**src/rtl/memory_access_port_pkg.sv**
```systemverilog
package memory_access_port_pkg;

  // ---------------------------------------------------------------
  // Register offsets
  // ---------------------------------------------------------------
  localparam logic [11:0] OFF_DAR_LAST = 12'h3FC;
  localparam logic [11:0] OFF_CSW      = 12'hD00;
  localparam logic [11:0] OFF_TAR_LO   = 12'hD04;
  localparam logic [11:0] OFF_TAR_HI   = 12'hD08;
  localparam logic [11:0] OFF_DRW      = 12'hD0C;
  localparam logic [11:0] OFF_BD_FIRST = 12'hD10;
  localparam logic [11:0] OFF_BD_LAST  = 12'hD1C;
  localparam logic [11:0] OFF_MBT      = 12'hD20;
  localparam logic [11:0] OFF_TRR      = 12'hD24;
  localparam logic [11:0] OFF_BASE_HI  = 12'hDF0;
  localparam logic [11:0] OFF_CFG      = 12'hDF4;
  localparam logic [11:0] OFF_BASE_LO  = 12'hDF8;
  localparam logic [11:0] OFF_IDR      = 12'hDFC;

  // ---------------------------------------------------------------
  // Field layout
  // ---------------------------------------------------------------
  localparam int ACCESS_SIZE_FIELD_LSB = 0;
  localparam int CSW_INC_LSB  = 4;
  localparam int CSW_BUSY_BIT = 7;
  localparam int CSW_MODE_LSB = 8;
  localparam int CFG_BE_BIT   = 0;
  localparam int CFG_LA_BIT   = 1;
  localparam int CFG_LD_BIT   = 2;
  localparam int TRR_ERR_BIT  = 0;
  localparam int WORD_W       = 32;
  localparam int ADDR_W       = 64;
  localparam int BUS_DW       = 256;

  // ---------------------------------------------------------------
  // Encodings and reset values
  // ---------------------------------------------------------------
  localparam logic [2:0] SZ_WORD  = 3'h2;
  localparam logic [2:0] SZ_DWORD = 3'h3;
  localparam logic [2:0] SZ_QWORD = 3'h4;
  localparam logic [2:0] SZ_OWORD = 3'h5;
  localparam logic [1:0] INC_OFF  = 2'h0;
  localparam logic [3:0] MODE_RST = 4'h0;
  localparam logic [7:0] NARROW_SIZES = 8'h07;

  typedef enum logic [1:0] {
    CMP_NONE   = 2'h0,
    CMP_VERIFY = 2'h1,
    CMP_FIND   = 2'h2
  } cmp_t;

  typedef enum logic [2:0] {
    ST_IDLE = 3'b001,
    ST_BUS  = 3'b010,
    ST_CMP  = 3'b100
  } state_t;

  function automatic logic [2:0] last_beat_of(input logic [2:0] sz);
    case (sz)
      SZ_DWORD: return 3'h1;
      SZ_QWORD: return 3'h3;
      SZ_OWORD: return 3'h7;
      default:  return 3'h0;
    endcase
  endfunction

endpackage

```
**src/rtl/memory_access_port_core.sv**
```systemverilog
`timescale 1ns/1ps
// Operation
// - Wide addressing gives 64-bit transfer address
// - Wide data offers 64 to 256-bit sizes
// - Unsupported size write reads back supported size
// - Bus uses the size that reads back
// - Wide transfers span consecutive 32-bit data accesses
// - Barrier request orders surrounding bus accesses
// - Verify write reads, mismatch sets compare flag
// - Verify advances address whether or not matched
// - Find match sets flag, mismatch advances address
// - Find compares only selected byte lanes
// - Without increment find polls one location
// - Nonzero repeat count repeats find reads
// - Counted read increments address, decrements counter
// - Counted search stops on match or zero
// - Reserved offsets read zero, ignore writes
// - Transfer address low word, high or zero
// - No barrier extension makes barrier reserved
// - Base pointer low word, optional high word
module memory_access_port_core
  import memory_access_port_pkg::*;
#(
  parameter bit          HAS_WIDE_ADDR = 1'b1,
  parameter bit          HAS_WIDE_DATA = 1'b1,
  parameter bit          HAS_BARRIER   = 1'b1,
  parameter logic [7:0]  SIZE_SUPPORT  = 8'h3F,
  parameter int          CNT_W         = 12,
  parameter logic [31:0] ROOT_LO       = 32'h0000_0003,
  parameter logic [31:0] ROOT_HI       = 32'h0000_0000,
  // Arbitrary identification value
  parameter logic [31:0] IDENT         = 32'h0000_0000
) (
  input  wire logic              CORE_CLK,
  input  wire logic              RST,
  input  wire logic              AP_REQ,
  input  wire logic              AP_WRITE,
  input  wire logic [11:0]       AP_ADDR,
  input  wire logic [31:0]       AP_WDATA,
  input  wire cmp_t              AP_CMP_MODE,
  input  wire logic [3:0]        AP_BYTE_MASK,
  input  wire logic [CNT_W-1:0]  REPEAT_COUNT,
  output logic                   AP_ACK,
  output logic [31:0]            AP_RDATA,
  output logic                   CMP_SET,
  output logic                   REPEAT_DEC,
  output logic                   MEM_REQ,
  output logic                   MEM_WRITE,
  output logic                   MEM_BARRIER,
  output logic [ADDR_W-1:0]      MEM_ADDR,
  output logic [2:0]             MEM_SIZE,
  output logic [BUS_DW-1:0]      MEM_WDATA,
  input  wire logic [BUS_DW-1:0] MEM_RDATA,
  input  wire logic              MEM_ACK,
  input  wire logic              MEM_ERR
);

  localparam logic [7:0] SUP = HAS_WIDE_DATA ? SIZE_SUPPORT
                                             : (SIZE_SUPPORT & NARROW_SIZES);
  localparam logic [CNT_W-1:0] CNT_ONE = {{(CNT_W-1){1'b0}}, 1'b1};

  // ---------------------------------------------------------------
  // State
  // ---------------------------------------------------------------
  state_t              st_r;
  logic [2:0]          size_r;
  logic [1:0]          inc_r;
  logic [3:0]          mode_r;
  logic [ADDR_W-1:0]   tar_r;
  logic                trr_err_r;
  logic [2:0]          beat_r;
  logic [BUS_DW-1:0]   wbuf_r;
  logic [BUS_DW-1:0]   rbuf_r;
  logic [31:0]         cmp_val_r;
  logic [31:0]         cmp_mask_r;
  logic                find_r;
  logic                drw_r;
  logic [CNT_W-1:0]    cnt_r;
  logic                ack_r;
  logic [31:0]         rdata_r;
  logic                cmp_set_r;
  logic                dec_r;
  logic                mem_req_r;
  logic                mem_write_r;
  logic                mem_bar_r;
  logic [ADDR_W-1:0]   mem_addr_r;
  logic [BUS_DW-1:0]   mem_wdata_r;

  // ---------------------------------------------------------------
  // Decode
  // ---------------------------------------------------------------
  logic              take, is_dar, is_drw, is_bd, is_data, is_mbt;
  logic              last_beat, inc_on, match;
  logic              t_cmp, t_wr_bus, t_rd_bus, t_bar, t_bus, t_local;
  logic              bus_done, cmp_evt, cmp_finish, reissue;
  logic [ADDR_W-1:0] data_addr, inc_bytes, tar_step;
  logic [BUS_DW-1:0] wbuf_nxt;
  logic [31:0]       lane_mask, csw_rd, cfg_rd, reg_rd;

  assign take    = AP_REQ && (st_r == ST_IDLE) && !ack_r;
  assign is_dar  = AP_ADDR <= OFF_DAR_LAST;
  assign is_drw  = AP_ADDR == OFF_DRW;
  assign is_bd   = (AP_ADDR >= OFF_BD_FIRST) && (AP_ADDR <= OFF_BD_LAST);
  assign is_data = is_dar || is_drw || is_bd;
  assign is_mbt  = HAS_BARRIER && (AP_ADDR == OFF_MBT);

  assign last_beat = beat_r == last_beat_of(size_r);
  assign inc_on    = inc_r != INC_OFF;
  assign inc_bytes = {{(ADDR_W-1){1'b0}}, 1'b1} << size_r;
  assign tar_step  = inc_on ? inc_bytes : '0;

  always_comb begin
    if (is_drw) begin
      data_addr = tar_r;
    end else if (is_bd) begin
      data_addr = {tar_r[ADDR_W-1:4], AP_ADDR[3:2], 2'b00};
    end else begin
      data_addr = {tar_r[ADDR_W-1:10], AP_ADDR[9:2], 2'b00};
    end
  end

  always_comb begin
    wbuf_nxt = wbuf_r;
    wbuf_nxt[{beat_r, 5'b00000} +: WORD_W] = AP_WDATA;
  end

  // Per-lane compare mask
  for (genvar b = 0; b < 4; b++) begin : g_lane
    assign lane_mask[b*8 +: 8] = {8{AP_BYTE_MASK[b]}};
  end

  assign match = ((MEM_RDATA[WORD_W-1:0] ^ cmp_val_r) & cmp_mask_r) == '0;

  assign t_cmp    = take && is_data && AP_WRITE && (AP_CMP_MODE != CMP_NONE);
  assign t_wr_bus = take && is_data && AP_WRITE && (AP_CMP_MODE == CMP_NONE)
                    && last_beat;
  assign t_rd_bus = take && is_data && !AP_WRITE && (beat_r == 3'h0);
  assign t_bar    = take && is_mbt && AP_WRITE;
  assign t_bus    = t_wr_bus || t_rd_bus || t_bar;
  assign t_local  = take && !t_bus && !t_cmp;

  assign bus_done   = (st_r == ST_BUS) && MEM_ACK;
  assign cmp_evt    = (st_r == ST_CMP) && MEM_ACK;
  // Find ends on a hit or once the count is spent
  assign cmp_finish = cmp_evt && (!find_r || match || (cnt_r == '0));
  assign reissue    = cmp_evt && !cmp_finish;

  // ---------------------------------------------------------------
  // Register read values
  // ---------------------------------------------------------------
  always_comb begin
    csw_rd = '0;
    csw_rd[ACCESS_SIZE_FIELD_LSB +: 3] = size_r;
    csw_rd[CSW_INC_LSB +: 2]  = inc_r;
    csw_rd[CSW_BUSY_BIT]      = st_r != ST_IDLE;
    csw_rd[CSW_MODE_LSB +: 4] = mode_r;
    cfg_rd = '0;
    cfg_rd[CFG_LA_BIT] = HAS_WIDE_ADDR;
    cfg_rd[CFG_LD_BIT] = HAS_WIDE_DATA;
  end

  always_comb begin
    if (AP_ADDR == OFF_CSW) begin
      reg_rd = csw_rd;
    end else if (AP_ADDR == OFF_TAR_LO) begin
      reg_rd = tar_r[31:0];
    end else if (AP_ADDR == OFF_TAR_HI) begin
      reg_rd = tar_r[63:32];
    end else if (AP_ADDR == OFF_TRR) begin
      reg_rd = {31'h0000_0000, trr_err_r};
    end else if (AP_ADDR == OFF_BASE_HI) begin
      reg_rd = HAS_WIDE_ADDR ? ROOT_HI : '0;
    end else if (AP_ADDR == OFF_CFG) begin
      reg_rd = cfg_rd;
    end else if (AP_ADDR == OFF_BASE_LO) begin
      reg_rd = ROOT_LO;
    end else if (AP_ADDR == OFF_IDR) begin
      reg_rd = IDENT;
    end else if (!is_data) begin
      reg_rd = '0;
    end else begin
      reg_rd = rbuf_r[{beat_r, 5'b00000} +: WORD_W];
    end
  end

  // ---------------------------------------------------------------
  // Sequencer
  // ---------------------------------------------------------------
  always_ff @(posedge CORE_CLK or posedge RST) begin
    if (RST) begin
      st_r <= ST_IDLE;
    end else begin
      case (st_r)
        ST_IDLE: begin
          if (t_cmp) begin
            st_r <= ST_CMP;
          end else if (t_bus) begin
            st_r <= ST_BUS;
          end
        end
        ST_BUS: begin
          if (MEM_ACK) begin
            st_r <= ST_IDLE;
          end
        end
        ST_CMP: begin
          if (cmp_finish) begin
            st_r <= ST_IDLE;
          end
        end
        default: st_r <= ST_IDLE;
      endcase
    end
  end

  // ---------------------------------------------------------------
  // Control word and response
  // ---------------------------------------------------------------
  always_ff @(posedge CORE_CLK or posedge RST) begin
    if (RST) begin
      size_r <= SZ_WORD;
      inc_r  <= INC_OFF;
      mode_r <= MODE_RST;
    end else if (take && AP_WRITE && (AP_ADDR == OFF_CSW)) begin
      // Unsupported encodings fall back to word
      size_r <= SUP[AP_WDATA[ACCESS_SIZE_FIELD_LSB +: 3]]
                ? AP_WDATA[ACCESS_SIZE_FIELD_LSB +: 3] : SZ_WORD;
      inc_r  <= AP_WDATA[CSW_INC_LSB +: 2];
      mode_r <= HAS_BARRIER ? AP_WDATA[CSW_MODE_LSB +: 4] : MODE_RST;
    end
  end

  always_ff @(posedge CORE_CLK or posedge RST) begin
    if (RST) begin
      trr_err_r <= 1'b0;
    end else if ((bus_done || cmp_evt) && MEM_ERR) begin
      trr_err_r <= 1'b1;
    end else if (take && AP_WRITE && (AP_ADDR == OFF_TRR)
                 && AP_WDATA[TRR_ERR_BIT]) begin
      trr_err_r <= 1'b0;
    end
  end

  // ---------------------------------------------------------------
  // Transfer address
  // ---------------------------------------------------------------
  always_ff @(posedge CORE_CLK or posedge RST) begin
    if (RST) begin
      tar_r <= '0;
    end else if (take && AP_WRITE && (AP_ADDR == OFF_TAR_LO)) begin
      tar_r[31:0] <= AP_WDATA;
    end else if (take && AP_WRITE && (AP_ADDR == OFF_TAR_HI)) begin
      tar_r[63:32] <= HAS_WIDE_ADDR ? AP_WDATA : '0;
    end else if (bus_done && drw_r && !mem_bar_r) begin
      tar_r <= tar_r + tar_step;
    end else if (cmp_evt && !(find_r && match)) begin
      // Verify always steps; find steps on a miss only
      tar_r <= tar_r + tar_step;
    end
  end

  // ---------------------------------------------------------------
  // Wide beats and buffers
  // ---------------------------------------------------------------
  always_ff @(posedge CORE_CLK or posedge RST) begin
    if (RST) begin
      beat_r <= 3'h0;
    end else if (take && AP_WRITE && (AP_ADDR == OFF_CSW)) begin
      beat_r <= 3'h0;
    end else if (take && is_data && !t_cmp) begin
      beat_r <= last_beat ? 3'h0 : 3'(beat_r + 3'h1);
    end
  end

  always_ff @(posedge CORE_CLK or posedge RST) begin
    if (RST) begin
      wbuf_r <= '0;
      rbuf_r <= '0;
    end else begin
      if (take && is_data && AP_WRITE && !t_cmp) begin
        wbuf_r <= wbuf_nxt;
      end
      if (bus_done && !mem_write_r) begin
        rbuf_r <= MEM_RDATA;
      end
    end
  end

  // ---------------------------------------------------------------
  // Compare operand and repeat count
  // ---------------------------------------------------------------
  always_ff @(posedge CORE_CLK or posedge RST) begin
    if (RST) begin
      cmp_val_r  <= '0;
      cmp_mask_r <= '0;
      find_r     <= 1'b0;
      cnt_r      <= '0;
    end else if (t_cmp) begin
      cmp_val_r  <= AP_WDATA;
      cmp_mask_r <= (AP_CMP_MODE == CMP_FIND) ? lane_mask : '1;
      find_r     <= AP_CMP_MODE == CMP_FIND;
      cnt_r      <= REPEAT_COUNT;
    end else if (reissue) begin
      cnt_r <= cnt_r - CNT_ONE;
    end
  end

  // ---------------------------------------------------------------
  // Memory bus request
  // ---------------------------------------------------------------
  always_ff @(posedge CORE_CLK or posedge RST) begin
    if (RST) begin
      mem_req_r   <= 1'b0;
      mem_write_r <= 1'b0;
      mem_bar_r   <= 1'b0;
      mem_addr_r  <= '0;
      mem_wdata_r <= '0;
      drw_r       <= 1'b0;
    end else if (t_bus || t_cmp) begin
      mem_req_r   <= 1'b1;
      mem_write_r <= t_wr_bus;
      mem_bar_r   <= t_bar;
      mem_addr_r  <= t_bar ? tar_r : data_addr;
      mem_wdata_r <= wbuf_nxt;
      drw_r       <= is_drw;
    end else if (reissue) begin
      // Next counted read follows the stepped address
      mem_addr_r <= mem_addr_r + tar_step;
    end else if (MEM_ACK) begin
      mem_req_r <= 1'b0;
    end
  end

  // ---------------------------------------------------------------
  // Debug port answer
  // ---------------------------------------------------------------
  always_ff @(posedge CORE_CLK or posedge RST) begin
    if (RST) begin
      ack_r     <= 1'b0;
      rdata_r   <= '0;
      cmp_set_r <= 1'b0;
      dec_r     <= 1'b0;
    end else begin
      ack_r     <= t_local || bus_done || cmp_finish;
      cmp_set_r <= cmp_evt && (find_r ? match : !match);
      dec_r     <= reissue;
      if (t_local && !AP_WRITE) begin
        rdata_r <= reg_rd;
      end else if (bus_done && !mem_write_r) begin
        rdata_r <= MEM_RDATA[WORD_W-1:0];
      end else if (t_cmp || t_bus) begin
        rdata_r <= '0;
      end
    end
  end

  assign AP_ACK      = ack_r;
  assign AP_RDATA    = rdata_r;
  assign CMP_SET     = cmp_set_r;
  assign REPEAT_DEC  = dec_r;
  assign MEM_REQ     = mem_req_r;
  assign MEM_WRITE   = mem_write_r;
  assign MEM_BARRIER = mem_bar_r;
  assign MEM_ADDR    = mem_addr_r;
  assign MEM_SIZE    = size_r;
  assign MEM_WDATA   = mem_wdata_r;
endmodule // memory_access_port_core

```
**config.mk**
```make
export PLATFORM = sky130hd
export DESIGN_NAME = memory_access_port_core
export DESIGN_NICKNAME = d
export VERILOG_FILES = /design/src/rtl/memory_access_port_pkg.sv /design/src/rtl/memory_access_port_core.sv
export SDC_FILE = /design/constraint.sdc
export NUM_CORES = 2
export LEC_CHECK = 0
export ABC_CLOCK_PERIOD_IN_PS = 27900
export BUFFER_PORTS_ARGS = -buffer_cell sky130_fd_sc_hd__buf_2
export CORE_ASPECT_RATIO = 1.1
export CORE_UTILIZATION = 52
export CTS_CLUSTER_DIAMETER = 80
export CTS_CLUSTER_SIZE = 8
export DETAILED_ROUTE_END_ITERATION = 16
export GPL_ROUTABILITY_DRIVEN = 0
export MAX_ROUTING_LAYER = met4
export PLACE_DENSITY = 0.81
export SLEW_MARGIN = 20
export SYNTH_ARGS = -nofsm -noshare
export SYNTH_HDL_FRONTEND = slang
export SYNTH_SLANG_ARGS = --single-unit
```
**constraint.sdc**
```tcl
create_clock -name CORE_CLK -period 27.9 [get_ports CORE_CLK]
set_input_delay 1.395 -clock CORE_CLK [delete_from_list [all_inputs] [get_ports CORE_CLK]]
set_output_delay 1.395 -clock CORE_CLK [all_outputs]
set_load 0.01 [all_outputs]
```
# Yosys cells after proc, flatten, opt, wreduce, memory -nomap -nowiden

Memory sizes are Yosys's and may differ from the RTL's.
Index checks and enable logic that the tools add are counted.

Add/subtract/negate cells: 5
Multiply operators: 0
Div/mod/pow operators: 0
Order comparisons: 4
Equality and inequality tests: 24
Shift-type cells: 4
Mux-type cells: 44
Bitwise gates (word level): 3
Reduce and logical (&&, ||, !) cells: 72

Operators by type and width:

| kind                                                                      | count |
|---|---|
| 32-bit two-way mux                                                        | 16 |
| 64-bit two-way mux                                                        | 5 |
| 256-bit bitwise mux                                                       | 1 |
| 32-bit by 10-bit variable shift with 256-bit output, first input constant | 1 |
| 256-bit by 9-bit indexed part select with 32-bit output                   | 1 |
| 32-bit by 10-bit indexed part select with 256-bit output                  | 1 |
| 64-bit adder                                                              | 2 |
| 12-bit equality test, second input constant                               | 10 |
| 1-bit by 3-bit left shift with 64-bit output, first input constant        | 1 |
| 1-bit logical AND                                                         | 34 |
| 32-bit bitwise AND                                                        | 1 |
| 32-bit zero test                                                          | 1 |
| 32-bit bitwise XOR                                                        | 1 |
| 10-bit two-way mux                                                        | 3 |
| 12-bit two-way mux                                                        | 2 |
| 3-bit two-way mux                                                         | 8 |
| 3-bit one-hot mux with 3 select lines                                     | 2 |
| 2-bit nonzero test                                                        | 7 |
| 12-bit >= comparator, second input constant                               | 1 |
| 12-bit by 10-bit <= comparator with 1-bit output, second input constant   | 1 |
| 12-bit <= comparator, second input constant                               | 1 |
| 12-bit zero test                                                          | 1 |
| 12-bit by 1-bit subtractor with 12-bit output, second input constant      | 1 |
| 1-bit zero test                                                           | 10 |
| other kinds (20)                                                          | 44 |

Register bits after elaboration: 1,028
Bits in latches: 0
Memory bits (writable): 0
Memory bits (read-only): 8
Memories kept: 1

Memory list:

| name             | words | width | rd ports | clocked after memory_dff | write ports | RTL line                       | source |
|---|---|---|---|---|---|---|---|
| (name not given) | 8     | 1     | 1        | 0                        | 0           | memory_access_port_core.sv:226 | `size_r <= SUP[AP_WDATA[ACCESS_SIZE_FIELD_LSB +: 3]]` |

# Logic depth before layout (Yosys ltp)

Word-level depth: 14
Mapped depth: 13
Mapped depth without buffers: 13

# Worst setup path before layout

Ideal clock, no wire load.

Path kind: input port to flip-flop
Start: input port MEM_RDATA[30]
End: register tar_r[42]
Arrival time: 3.606 ns
Slack: 24.165 ns
Stages: 13
Path buffers: 0
Cell sequence: xnor2_1 nand4_1 o21ai_0 nand4_1 inv_1 ha_1 nor3b_1 o21bai_1 nor4_4 o21ai_1 or3_1 xor2_1 o21ai_1

Cells in the longest elaborated chain, start to end: 8

RTL lines:

| what                                 | RTL line                       | source |
|---|---|---|
| from (decl)                          | memory_access_port_core.sv:53  | `input wire logic [BUS_DW-1:0] MEM_RDATA,` |
| 32-bit bitwise XOR                   | memory_access_port_core.sv:132 | `assign match = ((MEM_RDATA[WORD_W-1:0] ^ cmp_val_r) & cmp_mask_r) == '0;` |
| 32-bit bitwise AND                   | memory_access_port_core.sv:132 |  |
| 32-bit zero test                     | memory_access_port_core.sv:132 |  |
| 1-bit logical AND                    | memory_access_port_core.sv:256 | `end else if (cmp_evt && !(find_r && match)) begin` |
| 1-bit zero test                      | memory_access_port_core.sv:256 |  |
| 1-bit logical AND                    | memory_access_port_core.sv:256 |  |
| 3-bit nonzero test (no source line)  | -                              |  |
| 2-bit AND reduction (no source line) | -                              |  |
| to (signal assigned)                 | memory_access_port_core.sv:253 | `tar_r[63:32] <= HAS_WIDE_ADDR ? AP_WDATA : '0;` |
| to (signal assigned)                 | memory_access_port_core.sv:255 | `tar_r <= tar_r + tar_step;` |
| to (signal assigned)                 | memory_access_port_core.sv:258 | `tar_r <= tar_r + tar_step;` |
| to (decl)                            | memory_access_port_core.sv:69  | `logic [ADDR_W-1:0] tar_r;` |

No other way between the ends.
A chain may end at the register's enable or synchronous reset.

# Worst setup path in the final report

Start: input port AP_ADDR[3]
End: register mem_wdata_r[142] (netlist: MEM_WDATA[142])

Cells in the longest elaborated chain, start to end: 10

RTL lines:

| what                                                                           | RTL line                                                                                       | source |
|---|---|---|
| from (decl)                                                                    | memory_access_port_core.sv:38                                                                  | `input wire logic [11:0] AP_ADDR,` |
| 12-bit by 10-bit <= comparator with 1-bit output, or another cell as far along | memory_access_port_core.sv:101                                                                 | `assign is_dar = AP_ADDR <= OFF_DAR_LAST;` |
| 1-bit logical OR / 1-bit logical AND (equally long branches)                   | memory_access_port_core.sv:104, memory_access_port_core.sv:103                                 |  |
| 1-bit logical OR                                                               | memory_access_port_core.sv:104                                                                 | `assign is_data = is_dar \|\| is_drw \|\| is_bd;` |
| 1-bit logical AND                                                              | memory_access_port_core.sv:134, memory_access_port_core.sv:135, memory_access_port_core.sv:137 |  |
| 1-bit logical AND                                                              | memory_access_port_core.sv:134, memory_access_port_core.sv:135                                 |  |
| 1-bit logical AND                                                              | memory_access_port_core.sv:135                                                                 | `assign t_wr_bus = take && is_data && AP_WRITE && (AP_CMP_MODE == CMP_NONE)` |
| 1-bit logical AND                                                              | memory_access_port_core.sv:136                                                                 | `&& last_beat;` |
| 1-bit logical OR (2 in series)                                                 | memory_access_port_core.sv:139                                                                 | `assign t_bus = t_wr_bus \|\| t_rd_bus \|\| t_bar;` |
| 1-bit logical OR *                                                             | memory_access_port_core.sv:319                                                                 | `end else if (t_bus \|\| t_cmp) begin` |
| to (signal assigned)                                                           | memory_access_port_core.sv:324                                                                 | `mem_wdata_r <= wbuf_nxt;` |
| to (decl)                                                                      | memory_access_port_core.sv:87                                                                  | `logic [BUS_DW-1:0] mem_wdata_r;` |

Every way passes the cells marked *; elsewhere a longest branch is shown, timed or not.

==> results.toml <==
[cts]
postCtsSetupBuffers = 0
clock-sinks = 1000
h_tree_levels = 4
cts_resized = 0
root_buffer = "sky130_fd_sc_hd__clkbuf_16"
cts_tree = "done"
insertion_delay_ns = 0.73
cts_buffer_depth = 3
cts_hold_repair.buffers = 0
cts_made_buffers = 143
clk_pin_slew_worst_paths_ns = 0.05

[finish]
nets = 5448
final_core_util_pct = 62.0
post-route-cell-area_mm2 = 0.0547
fillers = 6850
register_area_mm2 = 0.0250
layout_common_cells = "1331 x sky130_fd_sc_hd__nand2_1, 996 x sky130_fd_sc_hd__dfrtp_1, 684 x sky130_fd_sc_hd__buf_2"
layout_cells_sized_above_1_pct = 24.9
multi_input_logic_area_mm2 = 0.0201
layout.cells.most_common = "sky130_fd_sc_hd__nand2_1"
post_synthesis_to_final_layout_area_growth_pct = 17.4

[die]
number_of_cell_rows = 114
die_area_mm2 = 0.0909
die_width_um = 288
die_y_um = 316
pin_count = 685
initial_standard_cell_utilization_of_the_core_pct = 52.8
core_area_mm2 = 0.0883

[routing]
detailedRoute.firstIterationViolations = 4097
drc = 0
met2WireLength_um = 72800
drt_pre_antenna_iters = 8
avg_vias_per_cell = 6.03
drt-total-wl_um = 153000
wl_met3_um = 14100
antenna_violating_nets_post_route = 0
wire_per_inst_um = 24.3
drt_met1_wl_um = 57700
num_vias = 38097
top_layer = "met4"

[timing]
relSlewSlack_pct = 14.8
layout_worst_path_cycle_share_pct = 21.7
layout_min_cycle_time_ns = 6.06
tns_ns = 0
fin_ws_ns = 21.84
maxClockFrequency_mhz = 165
fin_skew_ns = 0.0199
worst-slew-pin-transition_ns = 1.28
timing.final.hold_violations = 0
final_max_slew_viol_count = 0
rsz0062_at_grt = "no"
setup_viol = 0

[power_and_ir_drop]
irDropWorstVdd_uv = 56.6
power_leakage_nw = 27.7
pwr-share-comb_pct = 22.4
power.sequential.fraction_pct = 41.6
clock_power_share_pct = 35.9
total_switching_power_mw = 1.38
cellPowerDensity_mw_per_mm2 = 80.0
internal-power_mw = 3.00
swShare_pct = 31.5

[global_routing]
grt_overflow = 0
grt_antenna_before_repair = 27
gr-usage-all-layers_pct = 34.6
grt_first_pass_wirelength_um = 229000
grt_start_max_net_pins = 235
grt_pass1_vias = 37765

[synth]
yosysTopAreaCell = "sky130_fd_sc_hd__dfrtp_1"
netlist_instances = 4566
yosys_most_used_dff = "sky130_fd_sc_hd__dfrtp_1"
ys_warn_count = 0
synth_seq_area_share_pct = 53.7
synth-edff-count = 0
synth_top_cell_area_share_pct = 53.6
synth.distinct_cells = 84
mean_syn_cell_area_um2 = 10.2
ys_top_cells_by_area = "sky130_fd_sc_hd__dfrtp_1 54%, sky130_fd_sc_hd__nand2_1 11%, sky130_fd_sc_hd__mux2_2 6.2%"
synthesized_cell_area_mm2 = 0.0466
mappedNetlistNets = 4914
synth.ff_latch_count = 1000
postSynth.asyncResetShare_pct = 100

[setup_path]
timing.critical_path.to_type = "flip-flop"
criticalPathCategory = "primary input to flip-flop"
cp.required_ns = 28.44
critical_path.startpoint_type = "primary input"
crit_arrival_ns = 6.60
critPathMaxFanout = 124

[outcome]
status = "completed"

[hold_path]
hold_class = "flip-flop to flip-flop"

[run]
drv.max_cap_violation_count = 0

[placed_design]
detailed_place_hpwl_um = 103000
preCtsSetupSlack_ns = 21.35
portBuffers = 684
placedInstanceArea_mm2 = 0.0506
## path summary, 6_finish.rpt
| check | start | depth (start not counted) | endpoint | slack, ns |
|---|---|---|---|---|
| hold / removal | drw_r | 2 | drw_r | 0.47 |
| max in group asynchronous | RST | 6 | rbuf_r[215] | 23.28 |
| min in group asynchronous | RST | 2 | wbuf_r[133] | 0.66 |
| setup reg to reg | beat_r[1] | 10 | MEM_WDATA[142] | 21.88 |
| setup / recovery | AP_ADDR[3] | 9 | MEM_WDATA[142] | 21.84 |
| hold reg to reg | drw_r | 2 | drw_r | 0.47 |
## routing by layer
layer  global-route usage (%)  vias up
li1                         -    16638
met4                     19.8        0
met1                     42.0    18848
met5                        -        -
met3                     7.58      473
met2                     53.4     2138
## synthesized netlist by cell type (all sizes together), types with 49 or more instances
| cell type | count |
|---|---|
| mux4 | 64 |
| buf | 132 |
| o21ai | 410 |
| xnor2 | 102 |
| nor2 | 116 |
| dfrtp | 998 |
| nand3 | 56 |
| mux2i | 272 |
| nand4 | 49 |
| nor3 | 54 |
| mux2 | 265 |
| clkbuf | 212 |
| nand2 | 1332 |
| a21oi | 82 |
## power groups by stage
stage	logic [mW]	registers (mW)	clock network (mW)
2_1_floorplan	0.602	1.83	0
3_3_place_gp	0.949	1.83	0
3_5_place_dp	0.971	1.84	0
4_1_cts	0.982	1.82	1.59
5_1_grt	1.06	1.84	1.66
6_report	0.983	1.82	1.58
## metrics by stage
stage / instances / hold slack (ns) / total power, mW
floorplan: 4566 / 0.440 / 2.43
global placement: 6110 / 0.452 / 2.78
finish: 6317 / 0.467 / 4.38
detailed placement: 6112 / 0.457 / 2.81
CTS: 6283 / 0.469 / 4.39
global route: 6309 / 0.487 / 4.56
## layout make-up
class	count	area share [%]
flip-flops and latches	1000	45.7
well taps	1160	2.65
clock buffers	158	6.77
inverters	42	0.295
multi-input cells	3180	36.8
diodes	31	0.142
clock inverters	13	0.487
repair buffers	733	7.16
## cells by family (layout without fill, tap and decap cells)
kind of cell | Yosys count | in the layout | synth area share [%]
buf+inv | 386 | 946 | 3.47
flops | 1000 | 1000 | 53.7
simple gates | 1745 | 1745 | 15.8
xor+xnor | 139 | 139 | 2.61
mux | 601 | 601 | 15.3
fa+ha+maj | 24 | 24 | 0.676
other cells | 0 | 31 | 0
compound gates | 671 | 671 | 8.41
## sequential cells by signal (all words and copies together), names as in the netlist, 4 cells and up
name,flops
MEM_ADDR,64
wbuf_r,256
cmp_val_r,32
mode_r,4
tar_r,64
AP_RDATA,32
rbuf_r,256
cnt_r,12
MEM_WDATA,256
cmp_mask_r,4
## worst max-delay path, stage by stage
cell	delay, ns
sky130_fd_sc_hd__buf_2	0.41
sky130_fd_sc_hd__o211ai_1	0.21
sky130_fd_sc_hd__and3_1	0.29
sky130_fd_sc_hd__o2111ai_2	0.50
sky130_fd_sc_hd__o31a_2	0.77
sky130_fd_sc_hd__buf_4	0.89
sky130_fd_sc_hd__buf_4	0.67
sky130_fd_sc_hd__buf_4	0.93
sky130_fd_sc_hd__o21ai_0	0.28
Note: power is estimated with default switching activity, not from simulation.
